### src/msgst_pkg.sv
// How it works
// - handler status flags clear on one, zero ignored
// - reset or clear command zeroes, busy bit set
// - hold number of last updated buffer
// - hold number of last sent buffer
// - updated and sent buffer numbers zeroed on init events
// - faulty buffer number caught, frozen while detected
// - faulty detected, then multiple faulty flag
// - five parity flags, one per RAM
// - parity flag rise pulses error interrupt flag
// - per channel last dynamic slot, segment end
// - slot, FIFO, constraint registers zeroed on init
// - fill level counts unread buffers, max 128
// - overrun overwrites oldest, flag, cleared on read
// - critical flag tracks level against setting
// - not empty set on store, cleared when drained
// - header write blocked outside config, flagged
// - transient buffer access failure flags per channel
// - find sequence unfinished flags per channel
// - status not updated flags per channel
// - constraint flag rise pulses handler interrupt flag
// - constraint flags clear on one, zero on init
// - reserved bits read zero
// - setting above 128 never sets critical
`default_nettype none
package msgst_pkg;

    // ----------------------------------------
    // register indices; byte address is four times
    // ----------------------------------------
    localparam logic [31:0] MSGST_HSTAT_IDX = 32'hffbff310;
    localparam logic [31:0] MSGST_LDTS_IDX = 32'hffbff314;
    localparam logic [31:0] MSGST_FSR_IDX = 32'hffbff31a;
    localparam logic [31:0] MSGST_HDF_IDX = 32'hffbff31e;

    // ----------------------------------------
    // widths
    // ----------------------------------------
    localparam int MSGST_BUF_W = 7;
    localparam int MSGST_SLOT_W = 11;
    localparam int MSGST_FILL_W = 8;
    localparam int MSGST_PAR_N = 5;
    localparam int MSGST_HDF_W = 9;

    // ----------------------------------------
    // handler status fields
    // ----------------------------------------
    localparam int MSGST_UPD_LSB = 24;
    localparam int MSGST_SENT_LSB = 16;
    localparam int MSGST_FAULTY_LSB = 8;
    localparam int MSGST_BUSY_BIT = 7;
    localparam int MSGST_MULT_BIT = 6;
    localparam int MSGST_DET_BIT = 5;
    localparam int MSGST_PAR_LSB = 0;

    // ----------------------------------------
    // slot, fifo and constraint fields
    // ----------------------------------------
    localparam int MSGST_LDT_A_LSB = 0;
    localparam int MSGST_LDT_B_LSB = 16;
    localparam int MSGST_FILL_LSB = 8;
    localparam int MSGST_OVR_BIT = 2;
    localparam int MSGST_CRIT_BIT = 1;
    localparam int MSGST_NE_BIT = 0;
    localparam int MSGST_HWA_BIT = 8;
    localparam int MSGST_TBF_A_BIT = 4;
    localparam int MSGST_TBF_B_BIT = 5;
    localparam int MSGST_FNF_A_BIT = 2;
    localparam int MSGST_FNF_B_BIT = 3;
    localparam int MSGST_SNU_A_BIT = 0;
    localparam int MSGST_SNU_B_BIT = 1;

    // ----------------------------------------
    // reset values and limits
    // ----------------------------------------
    localparam logic [31:0] MSGST_HSTAT_RST = 32'h00000080;
    localparam logic [31:0] MSGST_LDTS_RST = 32'h00000000;
    localparam logic [15:0] MSGST_FSR_RST = 16'h0000;
    localparam logic [15:0] MSGST_HDF_RST = 16'h0000;
    localparam logic [7:0] MSGST_FILL_MAX = 8'h80;

endpackage
`default_nettype wire

### src/msgst_regs.sv
`timescale 1ns/1ps
`default_nettype none
module msgst_regs (
    // clock and reset
    input wire logic clk_i,
    input wire logic rst_i,
    // wishbone slave
    input wire logic wb_cyc_i,
    input wire logic wb_stb_i,
    input wire logic wb_we_i,
    input wire logic [31:0] wb_adr_i,
    input wire logic [3:0] wb_sel_i,
    input wire logic [31:0] wb_dat_i,
    output logic [31:0] wb_dat_o,
    output logic wb_ack_o,
    // controller state
    input wire logic in_config_i,
    input wire logic leave_config_i,
    input wire logic enter_state_b_i,
    // ram clearing
    input wire logic cmd_a_cmd_i,
    input wire logic ram_clear_done_i,
    output logic ram_clear_busy_o,
    // buffer events
    input wire logic buf_updated_i,
    input wire logic [msgst_pkg::MSGST_BUF_W-1:0] buf_updated_num_i,
    input wire logic buf_sent_i,
    input wire logic [msgst_pkg::MSGST_BUF_W-1:0] buf_sent_num_i,
    // parity events
    input wire logic [msgst_pkg::MSGST_PAR_N-1:0] parity_err_i,
    input wire logic faulty_buf_i,
    input wire logic [msgst_pkg::MSGST_BUF_W-1:0] faulty_buf_num_i,
    // dynamic segment
    input wire logic dyn_tx_a_i,
    input wire logic dyn_tx_b_i,
    input wire logic [msgst_pkg::MSGST_SLOT_W-1:0] slot_counter_a_i,
    input wire logic [msgst_pkg::MSGST_SLOT_W-1:0] slot_counter_b_i,
    input wire logic dyn_seg_end_i,
    // receive fifo
    input wire logic fifo_store_i,
    input wire logic fifo_read_i,
    input wire logic [msgst_pkg::MSGST_FILL_W-1:0] critical_level_setting_i,
    output logic [msgst_pkg::MSGST_FILL_W-1:0] fifo_fill_level_o,
    output logic fifo_overwrite_o,
    // constraint events
    input wire logic header_write_try_i,
    output logic header_write_block_o,
    input wire logic transient_fail_a_i,
    input wire logic transient_fail_b_i,
    input wire logic find_unfinished_a_i,
    input wire logic find_unfinished_b_i,
    input wire logic status_not_updated_a_i,
    input wire logic status_not_updated_b_i,
    // interrupt flag set pulses
    output logic parity_irq_flag_o,
    output logic handler_irq_flag_o,
    output logic fifo_overrun_irq_o,
    output logic fifo_critical_irq_o,
    output logic fifo_not_empty_irq_o
);
    import msgst_pkg::*;

    // ----------------------------------------
    // address decode
    // ----------------------------------------

    // registers sit at four times their index
    function automatic logic reg_hit(input logic [31:0] adr, input logic [31:0] idx);
        reg_hit = (adr[13:2] == idx[11:0]);
    endfunction

    logic ack_q;
    logic [31:0] dat_q;
    logic req_w;
    logic wr_w;
    logic hs_hit_w;
    logic ldt_hit_w;
    logic fsr_hit_w;
    logic hdf_hit_w;
    logic [31:0] lane_w;
    logic [31:0] clr_w;

    assign req_w = wb_cyc_i & wb_stb_i;
    // a write takes effect on the edge that sees ack high
    assign wr_w = req_w & wb_we_i & ack_q;
    assign hs_hit_w = reg_hit(wb_adr_i, MSGST_HSTAT_IDX);
    assign ldt_hit_w = reg_hit(wb_adr_i, MSGST_LDTS_IDX);
    assign fsr_hit_w = reg_hit(wb_adr_i, MSGST_FSR_IDX);
    assign hdf_hit_w = reg_hit(wb_adr_i, MSGST_HDF_IDX);
    assign lane_w = {{8{wb_sel_i[3]}}, {8{wb_sel_i[2]}},
                     {8{wb_sel_i[1]}}, {8{wb_sel_i[0]}}};
    assign clr_w = wb_dat_i & lane_w;

    // ----------------------------------------
    // init and write-one-to-clear masks
    // ----------------------------------------
    logic init_w;
    logic [MSGST_PAR_N-1:0] par_clr_w;
    logic det_clr_w;
    logic mult_clr_w;
    logic [MSGST_HDF_W-1:0] hdf_clr_w;

    assign init_w = leave_config_i | enter_state_b_i;
    // only the flag bits are clearable; number fields ignore writes
    assign par_clr_w = (wr_w & hs_hit_w) ?
        clr_w[MSGST_PAR_LSB +: MSGST_PAR_N] : '0;
    assign det_clr_w = wr_w & hs_hit_w & clr_w[MSGST_DET_BIT];
    assign mult_clr_w = wr_w & hs_hit_w & clr_w[MSGST_MULT_BIT];
    assign hdf_clr_w = (wr_w & hdf_hit_w) ?
        clr_w[MSGST_HDF_W-1:0] : '0;

    // ----------------------------------------
    // handler status
    // ----------------------------------------
    logic busy_q;
    logic [MSGST_BUF_W-1:0] upd_q;
    logic [MSGST_BUF_W-1:0] sent_q;
    logic [MSGST_BUF_W-1:0] faulty_q;
    logic det_q;
    logic mult_q;
    logic [MSGST_PAR_N-1:0] par_q;
    logic [MSGST_PAR_N-1:0] par_d;
    logic det_d;
    logic mult_d;
    logic par_irq_q;

    // sets win over a clear in the same cycle
    assign par_d = (par_q & ~par_clr_w) | parity_err_i;
    assign det_d = (det_q & ~det_clr_w) | faulty_buf_i;
    // a second fault while detected is still set counts as multiple
    assign mult_d = (mult_q & ~mult_clr_w) | (faulty_buf_i & det_q);

    // clearing busy runs until the ram engine reports done
    always_ff @(posedge clk_i) begin
        if (rst_i) begin
            busy_q <= MSGST_HSTAT_RST[MSGST_BUSY_BIT];
        end else if (cmd_a_cmd_i) begin
            busy_q <= 1'b1;
        end else if (ram_clear_done_i) begin
            busy_q <= 1'b0;
        end
    end

    // last updated and last sent buffer numbers
    always_ff @(posedge clk_i) begin
        if (rst_i || cmd_a_cmd_i || init_w) begin
            upd_q <= '0;
            sent_q <= '0;
        end else begin
            if (buf_updated_i) begin
                upd_q <= buf_updated_num_i;
            end
            if (buf_sent_i) begin
                sent_q <= buf_sent_num_i;
            end
        end
    end

    // parity and faulty buffer tracking
    always_ff @(posedge clk_i) begin
        if (rst_i || cmd_a_cmd_i) begin
            par_q <= '0;
            det_q <= 1'b0;
            mult_q <= 1'b0;
            faulty_q <= '0;
        end else begin
            par_q <= par_d;
            det_q <= det_d;
            mult_q <= mult_d;
            // number is frozen while detected stays set
            if ((faulty_buf_i || (|parity_err_i)) && !det_q) begin
                faulty_q <= faulty_buf_num_i;
            end
        end
    end

    // pulse when any parity flag goes from zero to one
    always_ff @(posedge clk_i) begin
        if (rst_i) begin
            par_irq_q <= 1'b0;
        end else begin
            par_irq_q <= |(par_d & ~par_q);
        end
    end

    // ----------------------------------------
    // last dynamic transmit slot, one per channel
    // ----------------------------------------
    logic [1:0] dyn_tx_w;
    logic [MSGST_SLOT_W-1:0] slot_w [2];
    logic [MSGST_SLOT_W-1:0] shadow_q [2];
    logic [1:0] seen_q;
    logic [MSGST_SLOT_W-1:0] ldt_q [2];

    assign dyn_tx_w = {dyn_tx_b_i, dyn_tx_a_i};
    assign slot_w[0] = slot_counter_a_i;
    assign slot_w[1] = slot_counter_b_i;

    // shadow holds the slot until the segment ends, so software never
    // sees a half-finished segment
    for (genvar ch = 0; ch < 2; ch++) begin : g_ldt
        always_ff @(posedge clk_i) begin
            if (rst_i || init_w) begin
                shadow_q[ch] <= '0;
                seen_q[ch] <= 1'b0;
                ldt_q[ch] <= '0;
            end else if (dyn_seg_end_i) begin
                seen_q[ch] <= 1'b0;
                if (dyn_tx_w[ch]) begin
                    ldt_q[ch] <= slot_w[ch];
                end else if (seen_q[ch]) begin
                    ldt_q[ch] <= shadow_q[ch];
                end else begin
                    ldt_q[ch] <= '0;
                end
            end else if (dyn_tx_w[ch]) begin
                shadow_q[ch] <= slot_w[ch];
                seen_q[ch] <= 1'b1;
            end
        end
    end

    // ----------------------------------------
    // receive fifo status
    // ----------------------------------------
    logic [MSGST_FILL_W-1:0] fill_q;
    logic [MSGST_FILL_W-1:0] fill_d;
    logic full_w;
    logic overrun_w;
    logic ovr_q;
    logic ovr_d;
    logic crit_q;
    logic crit_d;
    logic ne_q;
    logic ne_d;
    logic [2:0] fifo_irq_q;

    assign full_w = (fill_q == MSGST_FILL_MAX);
    // a store into a full fifo replaces the oldest entry
    assign overrun_w = fifo_store_i & full_w & ~fifo_read_i;
    assign fifo_overwrite_o = overrun_w;

    // fill level never passes 128
    always_comb begin
        fill_d = fill_q;
        if (fifo_store_i && !fifo_read_i && !full_w) begin
            fill_d = fill_q + 8'h01;
        end else if (fifo_read_i && !fifo_store_i && fill_q != '0) begin
            fill_d = fill_q - 8'h01;
        end
    end

    // overrun clears on the next read unless a new one arrives
    assign ovr_d = overrun_w | (ovr_q & ~fifo_read_i);
    // a setting above 128 can never be reached
    assign crit_d = (critical_level_setting_i <= MSGST_FILL_MAX) &&
                    (fill_d >= critical_level_setting_i);
    assign ne_d = fifo_store_i | (ne_q & (fill_d != '0));

    always_ff @(posedge clk_i) begin
        if (rst_i || init_w) begin
            fill_q <= '0;
            ovr_q <= 1'b0;
            crit_q <= 1'b0;
            ne_q <= 1'b0;
        end else begin
            fill_q <= fill_d;
            ovr_q <= ovr_d;
            crit_q <= crit_d;
            ne_q <= ne_d;
        end
    end

    // interrupt flag pulses: overrun event, critical rise, store
    always_ff @(posedge clk_i) begin
        if (rst_i || init_w) begin
            fifo_irq_q <= '0;
        end else begin
            fifo_irq_q[0] <= overrun_w;
            fifo_irq_q[1] <= crit_d & ~crit_q;
            fifo_irq_q[2] <= fifo_store_i;
        end
    end

    // ----------------------------------------
    // handler constraint flags
    // ----------------------------------------
    logic hwa_w;
    logic [MSGST_HDF_W-1:0] hdf_set_w;
    logic [MSGST_HDF_W-1:0] hdf_q;
    logic [MSGST_HDF_W-1:0] hdf_d;
    logic hdf_irq_q;

    // outside configuration the errant write is blocked
    assign hwa_w = header_write_try_i & ~in_config_i;
    assign header_write_block_o = hwa_w;

    always_comb begin
        hdf_set_w = '0;
        hdf_set_w[MSGST_HWA_BIT] = hwa_w;
        hdf_set_w[MSGST_TBF_A_BIT] = transient_fail_a_i;
        hdf_set_w[MSGST_TBF_B_BIT] = transient_fail_b_i;
        hdf_set_w[MSGST_FNF_A_BIT] = find_unfinished_a_i;
        hdf_set_w[MSGST_FNF_B_BIT] = find_unfinished_b_i;
        hdf_set_w[MSGST_SNU_A_BIT] = status_not_updated_a_i;
        hdf_set_w[MSGST_SNU_B_BIT] = status_not_updated_b_i;
    end

    // set beats clear; unused positions are never set
    assign hdf_d = (hdf_q & ~hdf_clr_w) | hdf_set_w;

    always_ff @(posedge clk_i) begin
        if (rst_i || init_w) begin
            hdf_q <= MSGST_HDF_RST[MSGST_HDF_W-1:0];
            hdf_irq_q <= 1'b0;
        end else begin
            hdf_q <= hdf_d;
            hdf_irq_q <= |(hdf_d & ~hdf_q);
        end
    end

    // ----------------------------------------
    // read words
    // ----------------------------------------
    logic [31:0] hs_word_w;
    logic [31:0] ldt_word_w;
    logic [31:0] fsr_word_w;
    logic [31:0] hdf_word_w;
    logic [31:0] rd_w;

    // everything not placed below reads zero
    always_comb begin
        hs_word_w = '0;
        hs_word_w[MSGST_UPD_LSB +: MSGST_BUF_W] = upd_q;
        hs_word_w[MSGST_SENT_LSB +: MSGST_BUF_W] = sent_q;
        hs_word_w[MSGST_FAULTY_LSB +: MSGST_BUF_W] = faulty_q;
        hs_word_w[MSGST_BUSY_BIT] = busy_q;
        hs_word_w[MSGST_MULT_BIT] = mult_q;
        hs_word_w[MSGST_DET_BIT] = det_q;
        hs_word_w[MSGST_PAR_LSB +: MSGST_PAR_N] = par_q;
        ldt_word_w = '0;
        ldt_word_w[MSGST_LDT_A_LSB +: MSGST_SLOT_W] = ldt_q[0];
        ldt_word_w[MSGST_LDT_B_LSB +: MSGST_SLOT_W] = ldt_q[1];
        fsr_word_w = '0;
        fsr_word_w[MSGST_FILL_LSB +: MSGST_FILL_W] = fill_q;
        fsr_word_w[MSGST_OVR_BIT] = ovr_q;
        fsr_word_w[MSGST_CRIT_BIT] = crit_q;
        fsr_word_w[MSGST_NE_BIT] = ne_q;
        hdf_word_w = '0;
        hdf_word_w[MSGST_HDF_W-1:0] = hdf_q;
    end

    // unmapped addresses read zero and are still acknowledged
    assign rd_w = hs_hit_w ? hs_word_w :
                  ldt_hit_w ? ldt_word_w :
                  fsr_hit_w ? fsr_word_w :
                  hdf_hit_w ? hdf_word_w : 32'h00000000;

    // ----------------------------------------
    // bus answer
    // ----------------------------------------

    // one wait cycle, then a single-cycle ack; data is sampled on the
    // request cycle so a same-cycle w1c cannot tear the read
    always_ff @(posedge clk_i) begin
        if (rst_i) begin
            ack_q <= 1'b0;
            dat_q <= '0;
        end else begin
            ack_q <= req_w & ~ack_q;
            if (req_w && !ack_q) begin
                dat_q <= wb_we_i ? 32'h00000000 : rd_w;
            end
        end
    end

    // ----------------------------------------
    // outputs
    // ----------------------------------------
    assign wb_ack_o = ack_q;
    assign wb_dat_o = dat_q;
    assign ram_clear_busy_o = busy_q;
    assign fifo_fill_level_o = fill_q;
    assign parity_irq_flag_o = par_irq_q;
    assign handler_irq_flag_o = hdf_irq_q;
    assign fifo_overrun_irq_o = fifo_irq_q[0];
    assign fifo_critical_irq_o = fifo_irq_q[1];
    assign fifo_not_empty_irq_o = fifo_irq_q[2];

endmodule
`default_nettype wire

### config.mk
export PLATFORM = sky130hd
export DESIGN_NAME = msgst_regs
export DESIGN_NICKNAME = d
export VERILOG_FILES = /design/src/msgst_pkg.sv /design/src/msgst_regs.sv
export SDC_FILE = /design/constraint.sdc
export NUM_CORES = 1
export LEC_CHECK = 0
export ABC_AREA = 1
export BUFFER_PORTS_ARGS = -buffer_cell sky130_fd_sc_hd__buf_2
export CORE_ASPECT_RATIO = 0.8
export CORE_MARGIN = 2
export CORE_UTILIZATION = 25
export DETAILED_ROUTE_END_ITERATION = 8
export PLACE_DENSITY = 0.49
export RECOVER_POWER = 100
export SETUP_SLACK_MARGIN = 0.3
export SYNTH_ARGS = -nofsm -noshare
export SYNTH_HDL_FRONTEND = slang
export SYNTH_SLANG_ARGS = --single-unit
### constraint.sdc
create_clock -name clk_i -period 2.7 [get_ports clk_i]
set_input_delay 0.27 -clock clk_i [delete_from_list [all_inputs] [get_ports clk_i]]
set_output_delay 0.27 -clock clk_i [all_outputs]
set_load 0.005 [all_outputs]
Yosys cells after proc, flatten, opt, wreduce, memory -nomap -nowiden --
Memory sizes are Yosys's and may differ from the RTL's. Cells that the tools add are included.
Cells by class: order comparisons 2, bitwise gates (word level) 47, reduce and logical (&&, ||, !) cells 23, multiplexer cells 53, equality and inequality tests 5, add/subtract/negate cells 2
Operators by type and width (count):
- 2-to-1 mux 11 bit | 8
- 2-to-1 mux 31 bit | 2
- == test 12 x 10 -> 1 bit (second input constant) | 4
- 2-to-1 mux 1 bit | 36
- AND 9 bit | 3
- 2-to-1 mux 27 bit | 1
- 2-to-1 mux 9 bit | 2
- NOT 9 bit | 2
- AND 1 bit | 17
- 2-to-1 mux 16 bit | 1
- 2-to-1 mux 8 bit | 2
- nonzero test 8 bit | 2
- OR 1 bit | 13
- AND 5 bit | 2
- NOT 5 bit | 2
- OR reduction 5 bit | 2
- OR 9 bit | 1
- OR reduction 9 bit | 1
- adder 8 x 1 -> 8 bit (second input constant) | 1
- == test 8 bit (second input constant) | 1
- >= comparator 8 bit | 1
- <= comparator 8 bit (second input constant) | 1
- subtractor 8 x 1 -> 8 bit (second input constant) | 1
- logical AND 1 bit | 7
- other kinds (6) | 19
Word-level totals: logic and storage cells 153, input port bits 149, bits in registers 89, memories 2, RAM bits 44
Memory list:
- ldt_q | depth 2, width 11, read ports 2, clocked after Yosys merged registers in 0, write ports 2, RTL line msgst_regs.sv:193 | logic [MSGST_SLOT_W-1:0] ldt_q [2];
- shadow_q | depth 2, width 11, read ports 2, clocked after Yosys merged registers in 0, write ports 2, RTL line msgst_regs.sv:191 | logic [MSGST_SLOT_W-1:0] shadow_q [2];

Longest topological paths before layout --
word-level depth 10, mapped depth 19, gate-level depth less buffers 19

Worst setup path after synthesis --
Ideal clock, no wire load.
path kind register to register, start point register fill_q[0] (netlist: fifo_fill_level_o[0]), end point register fifo_irq_q[1], data arrival time 2171 ps, setup time 112 ps, slack 417 ps, stages on the path, launching flop included 20, period minus slack after synthesis 2283 ps, path buffers 0, cells stage by stage dfxtp_1 -> inv_1 -> ha_1 -> nand3_1 -> nor2_2 -> inv_2 -> nand2_4 -> inv_1 -> nand2_1 -> nand2_1 -> inv_1 -> ha_1 -> a21oi_1 -> o21ai_0 -> nand2_1 -> o2111ai_1 -> o21ai_0 -> inv_1 -> nand2_1 -> nor2_1
Between the ends: cells in the longest elaborated chain, start to end 7, elaborated cells between the ends (all ways) 12, those cells by class 2 x add/sub; 1 x order compare; 1 x eq/ne; 2 x mux; 1 x bitwise; 5 x reduce/logical
Ends and longest elaborated chain:
- from (decl) | RTL line msgst_regs.sv:226 | logic [MSGST_FILL_W-1:0] fill_q;
- from (signal assigned) | RTL line msgst_regs.sv:267 | fill_q <= fill_d;
- branches (longest 3 deep; another with subtractor 8 x 1 -> 8 bit)
- 2-to-1 mux 8 bit (*) | RTL line msgst_regs.sv:246 | if (fifo_store_i && !fifo_read_i && !full_w) begin
- net fill_d[3] | RTL line msgst_regs.sv:227 | logic [MSGST_FILL_W-1:0] fill_d;
- >= comparator 8 bit (*) | RTL line msgst_regs.sv:257 | (fill_d >= critical_level_setting_i);
- logical AND 1 bit (*) | RTL line msgst_regs.sv:256 | assign crit_d = (critical_level_setting_i <= MSGST_FILL_MAX) &&
- AND 1 bit (*) | RTL line msgst_regs.sv:280 | fifo_irq_q[1] <= crit_d & ~crit_q;
- to (signal assigned) | RTL line msgst_regs.sv:280
- to (decl) | RTL line msgst_regs.sv:236 | logic [2:0] fifo_irq_q;
Mark *: on every way through the listed nets, which the timed path passes. A chain may end at the register's enable or synchronous reset.

Final worst setup path --
start point register fill_q[1] (netlist: fifo_fill_level_o[1]), end point register fifo_irq_q[1]
Same word-level chain as after synthesis.

==> impl_metrics.ini <==
[power]
vdd_drop_max_mv = 0.405
power_leakage_nw = 3.66
power_density_mw_per_mm2 = 604
p_total_w = 0.00496

[floorplan]
io_pins = 198
floorplan.die.width_um = 180
die-height_um = 145
placeableCoreArea_mm2 = 0.0244
die_area_mm2 = 0.0261
start_util_pct = 25.5
placementRows = 51

[timing]
hold_violations = 0
setup_repair_after_global_routing_missed_its_margin = true
timing.max_slew.rel_slack_pct = 19.4
final_count_of_negative_setup_slack_endpoints = 0
final_max_slew_viol_count = 0
finalCritPeriodShare_pct = 87.8
timing.fmax_mhz = 422
finalWorstSetupSlack_ps = 331
worst_pin_slew_ps = 1210
totalNegativeSetupSlack_ps = 0
post-route-min-period_ps = 2370
fin_worst_skew_ps = 10.7

[layout]
area_of_the_multi_input_gates_mm2 = 0.00281
seqCellArea_mm2 = 0.00309
fin_util_pct = 33.7
fin_cells = 1272
syn_to_final_growth_pct = 32.4
final_common_cell = sky130_fd_sc_hd__nand2_1
fillerInstances = 2661
final_net_count = 1101
final_cell_mix = 142 x sky130_fd_sc_hd__nand2_1, 124 x sky130_fd_sc_hd__buf_2, 99 x sky130_fd_sc_hd__inv_1
drive_gt1_share_pct = 26.1
insertedDiodeCount = 0

[global_routing]
grt_pass1_vias = 5351
global_route_wire_length_before_repair_um = 29700
grt_overflow_total = 0
groute.usage.overall_pct = 14.7
antenna_found_initial = 0
grt.met2_usage_pct = 22.5
gr-usage-met1_pct = 20.8
pin_count_of_the_biggest_net_entering_global_routing = 34
gr-usage-met3_pct = 2.99
busiest_layer = met2

[logic_synthesis]
synth.avg_cell_area_um2 = 7.98
post-synth-top-area-cell = sky130_fd_sc_hd__dfxtp_1
yosysWarningCount = 0
synth_edf_count = 44
synth.net_count = 938
ys_seq_area_share_pct = 49.7
synth_area_mm2 = 0.00621
synth_top_area_share_pct = 28.4
synth.ff_latch_count = 132
synthCells = 778
synth_area_leaders = sky130_fd_sc_hd__dfxtp_1 28%, sky130_fd_sc_hd__edfxtp_1 21%, sky130_fd_sc_hd__nand2_1 9.9%
yosys.cell_types.count = 44
yosys_most_used_dff = sky130_fd_sc_hd__dfxtp_1
ys_async_sr_fraction_pct = 0

[placed_design]
place.port_buffers = 151
dpl.hpwl_um = 14500
post-place-cells = 1233
finalWeightedCongestion = 0.814
place_worst_setup_slack_ps = 81.0

[route]
drt_first_iter_violations = 330
via_count = 5549
viasPerCell = 4.36
totalWireLength_um = 19200
drc_errors = 0
detail_route.wl_per_cell_um = 15.1
drt_pre_antenna_iters = 5
ant_nets = 0

[setup_path]
worst-path-max-fanout = 8
critPathLaunchType = flop
worst_ep_required_ps = 3060
worstSetupEndpointType = flop
path_type_of_the_worst_setup_path = flop to flop
arrival_ps = 2730

[outcome]
outcome = complete, no violations

[clocking]
tritoncts_num_sinks = 132
post_cts_clock_slew_at_the_launch_and_capture_registers_of_the_worst_setup_and_hold_paths_ps = 60
tritoncts = built
worst_skew_pair.late_latency_ps = 420
cts.htree.levels = 4
ctsHoldBuffers = 0
ctsLongestPathBuffers = 2
num_cts_buffers = 17
clock-root-buffer = sky130_fd_sc_hd__clkbuf_16

[run]
drv_cap = 0

[min_path]
min_path_type = primary input to flop
[area by class of cell]
class | instances | share of cell area, %
Tap cell | 318 | 4.84
Clock inverter | 14 | 2.15
Clock buffer | 18 | 5.22
Sequential cell | 132 | 37.6
Timing Repair Buffer | 173 | 10.7
Inverter | 114 | 5.39
Multi-Input combinational cell | 503 | 34.1
[worst paths after layout]
check	depth (start not counted)	endpoint	slack, ps	startpoint
worst max-delay path	19	fifo_irq_q[1]	330	fifo_fill_level_o[1]
worst max register to register	19	fifo_irq_q[1]	330	fifo_fill_level_o[1]
worst min register to register	1	fifo_irq_q[1]	430	crit_q
worst min-delay path	2	ram_clear_busy_o	60	ram_clear_done_i
[worst max-delay path, stage by stage (launching register included)]
cell                        delay, ps
sky130_fd_sc_hd__dfxtp_1          460
sky130_fd_sc_hd__inv_4             70
sky130_fd_sc_hd__ha_4             190
sky130_fd_sc_hd__nand3_4           80
sky130_fd_sc_hd__nor2_4            40
sky130_fd_sc_hd__inv_2             90
sky130_fd_sc_hd__nand2_4          110
sky130_fd_sc_hd__nand2_2          120
sky130_fd_sc_hd__nand2_1           50
sky130_fd_sc_hd__nand2_1           80
sky130_fd_sc_hd__nand2_2           70
sky130_fd_sc_hd__ha_4             280
sky130_fd_sc_hd__nand2_4           60
sky130_fd_sc_hd__nor2_4            80
sky130_fd_sc_hd__nand4_1           90
sky130_fd_sc_hd__o2111ai_1         80
sky130_fd_sc_hd__o21ai_1          120
sky130_fd_sc_hd__inv_1             80
sky130_fd_sc_hd__nand2_2           50
sky130_fd_sc_hd__nor2_1           100
[Yosys cell counts (all sizes together) (2+ instances only)]
cell,instances
a211oi,11
a21oi,58
a31oi,6
a32oi,5
buf,14
clkbuf,15
dfxtp,88
edfxtp,44
ha,11
inv,114
mux2i,7
nand2,165
nand3,37
nand4,13
nor2,101
nor3,6
nor4,3
o211ai,5
o21ai,45
o22ai,15
or2,5
xnor2,2
xor2,3
[state kept, by name (all words and copies together) (netlist names), 2 cells and up]
register	count
par_q	5
shadow_q	22
fifo_fill_level_o	8
seen_q	2
hdf_q	9
fifo_irq_q	3
sent_q	7
ldt_q	22
wb_dat_o	31
faulty_q	7
upd_q	7
[timing repair]
item,CTS,global route
setup endpoints to repair,2,2
pin swaps,1,28
buffers inserted,0,7
gates resized for setup,13,73
[routing by layer]
layer	share of wire, %	wire length (um)	vias up
li1	-	-	2889
met1	50	9690	2524
met2	45	8540	124
met3	4.0	760	12
met4	1.0	193	0
met5	0	0	-
[where the power goes]
group	internal, W	total (W)	switching (W)
Sequential	0.00209	0.00212	0.0000245
Combinational	0.000175	0.000436	0.000261
Clock	0.00146	0.00241	0.000947
[through the flow]
stage,cell area [um2],hold slack [ps]
after floorplan,6210,381
after global routing,8220,47.3
after detailed placement,7320,440
final,8220,55.4
after global placement,7320,436
after CTS,7960,35.7
[kinds of logic after synthesis]
group | count (synthesis) | synth area share [%]
muxes | 7 | 1.13
DFF | 132 | 49.7
buffers and inverters | 143 | 9.35
adders and majority gates | 11 | 2.22
xor gates and xnor gates | 5 | 0.705
and+or+nand+nor | 331 | 23.3
AOI/OAI and AO/OA | 148 | 13.6
other | 1 | 0.0604
No activity file was read; power rests on OpenSTA's default activity.
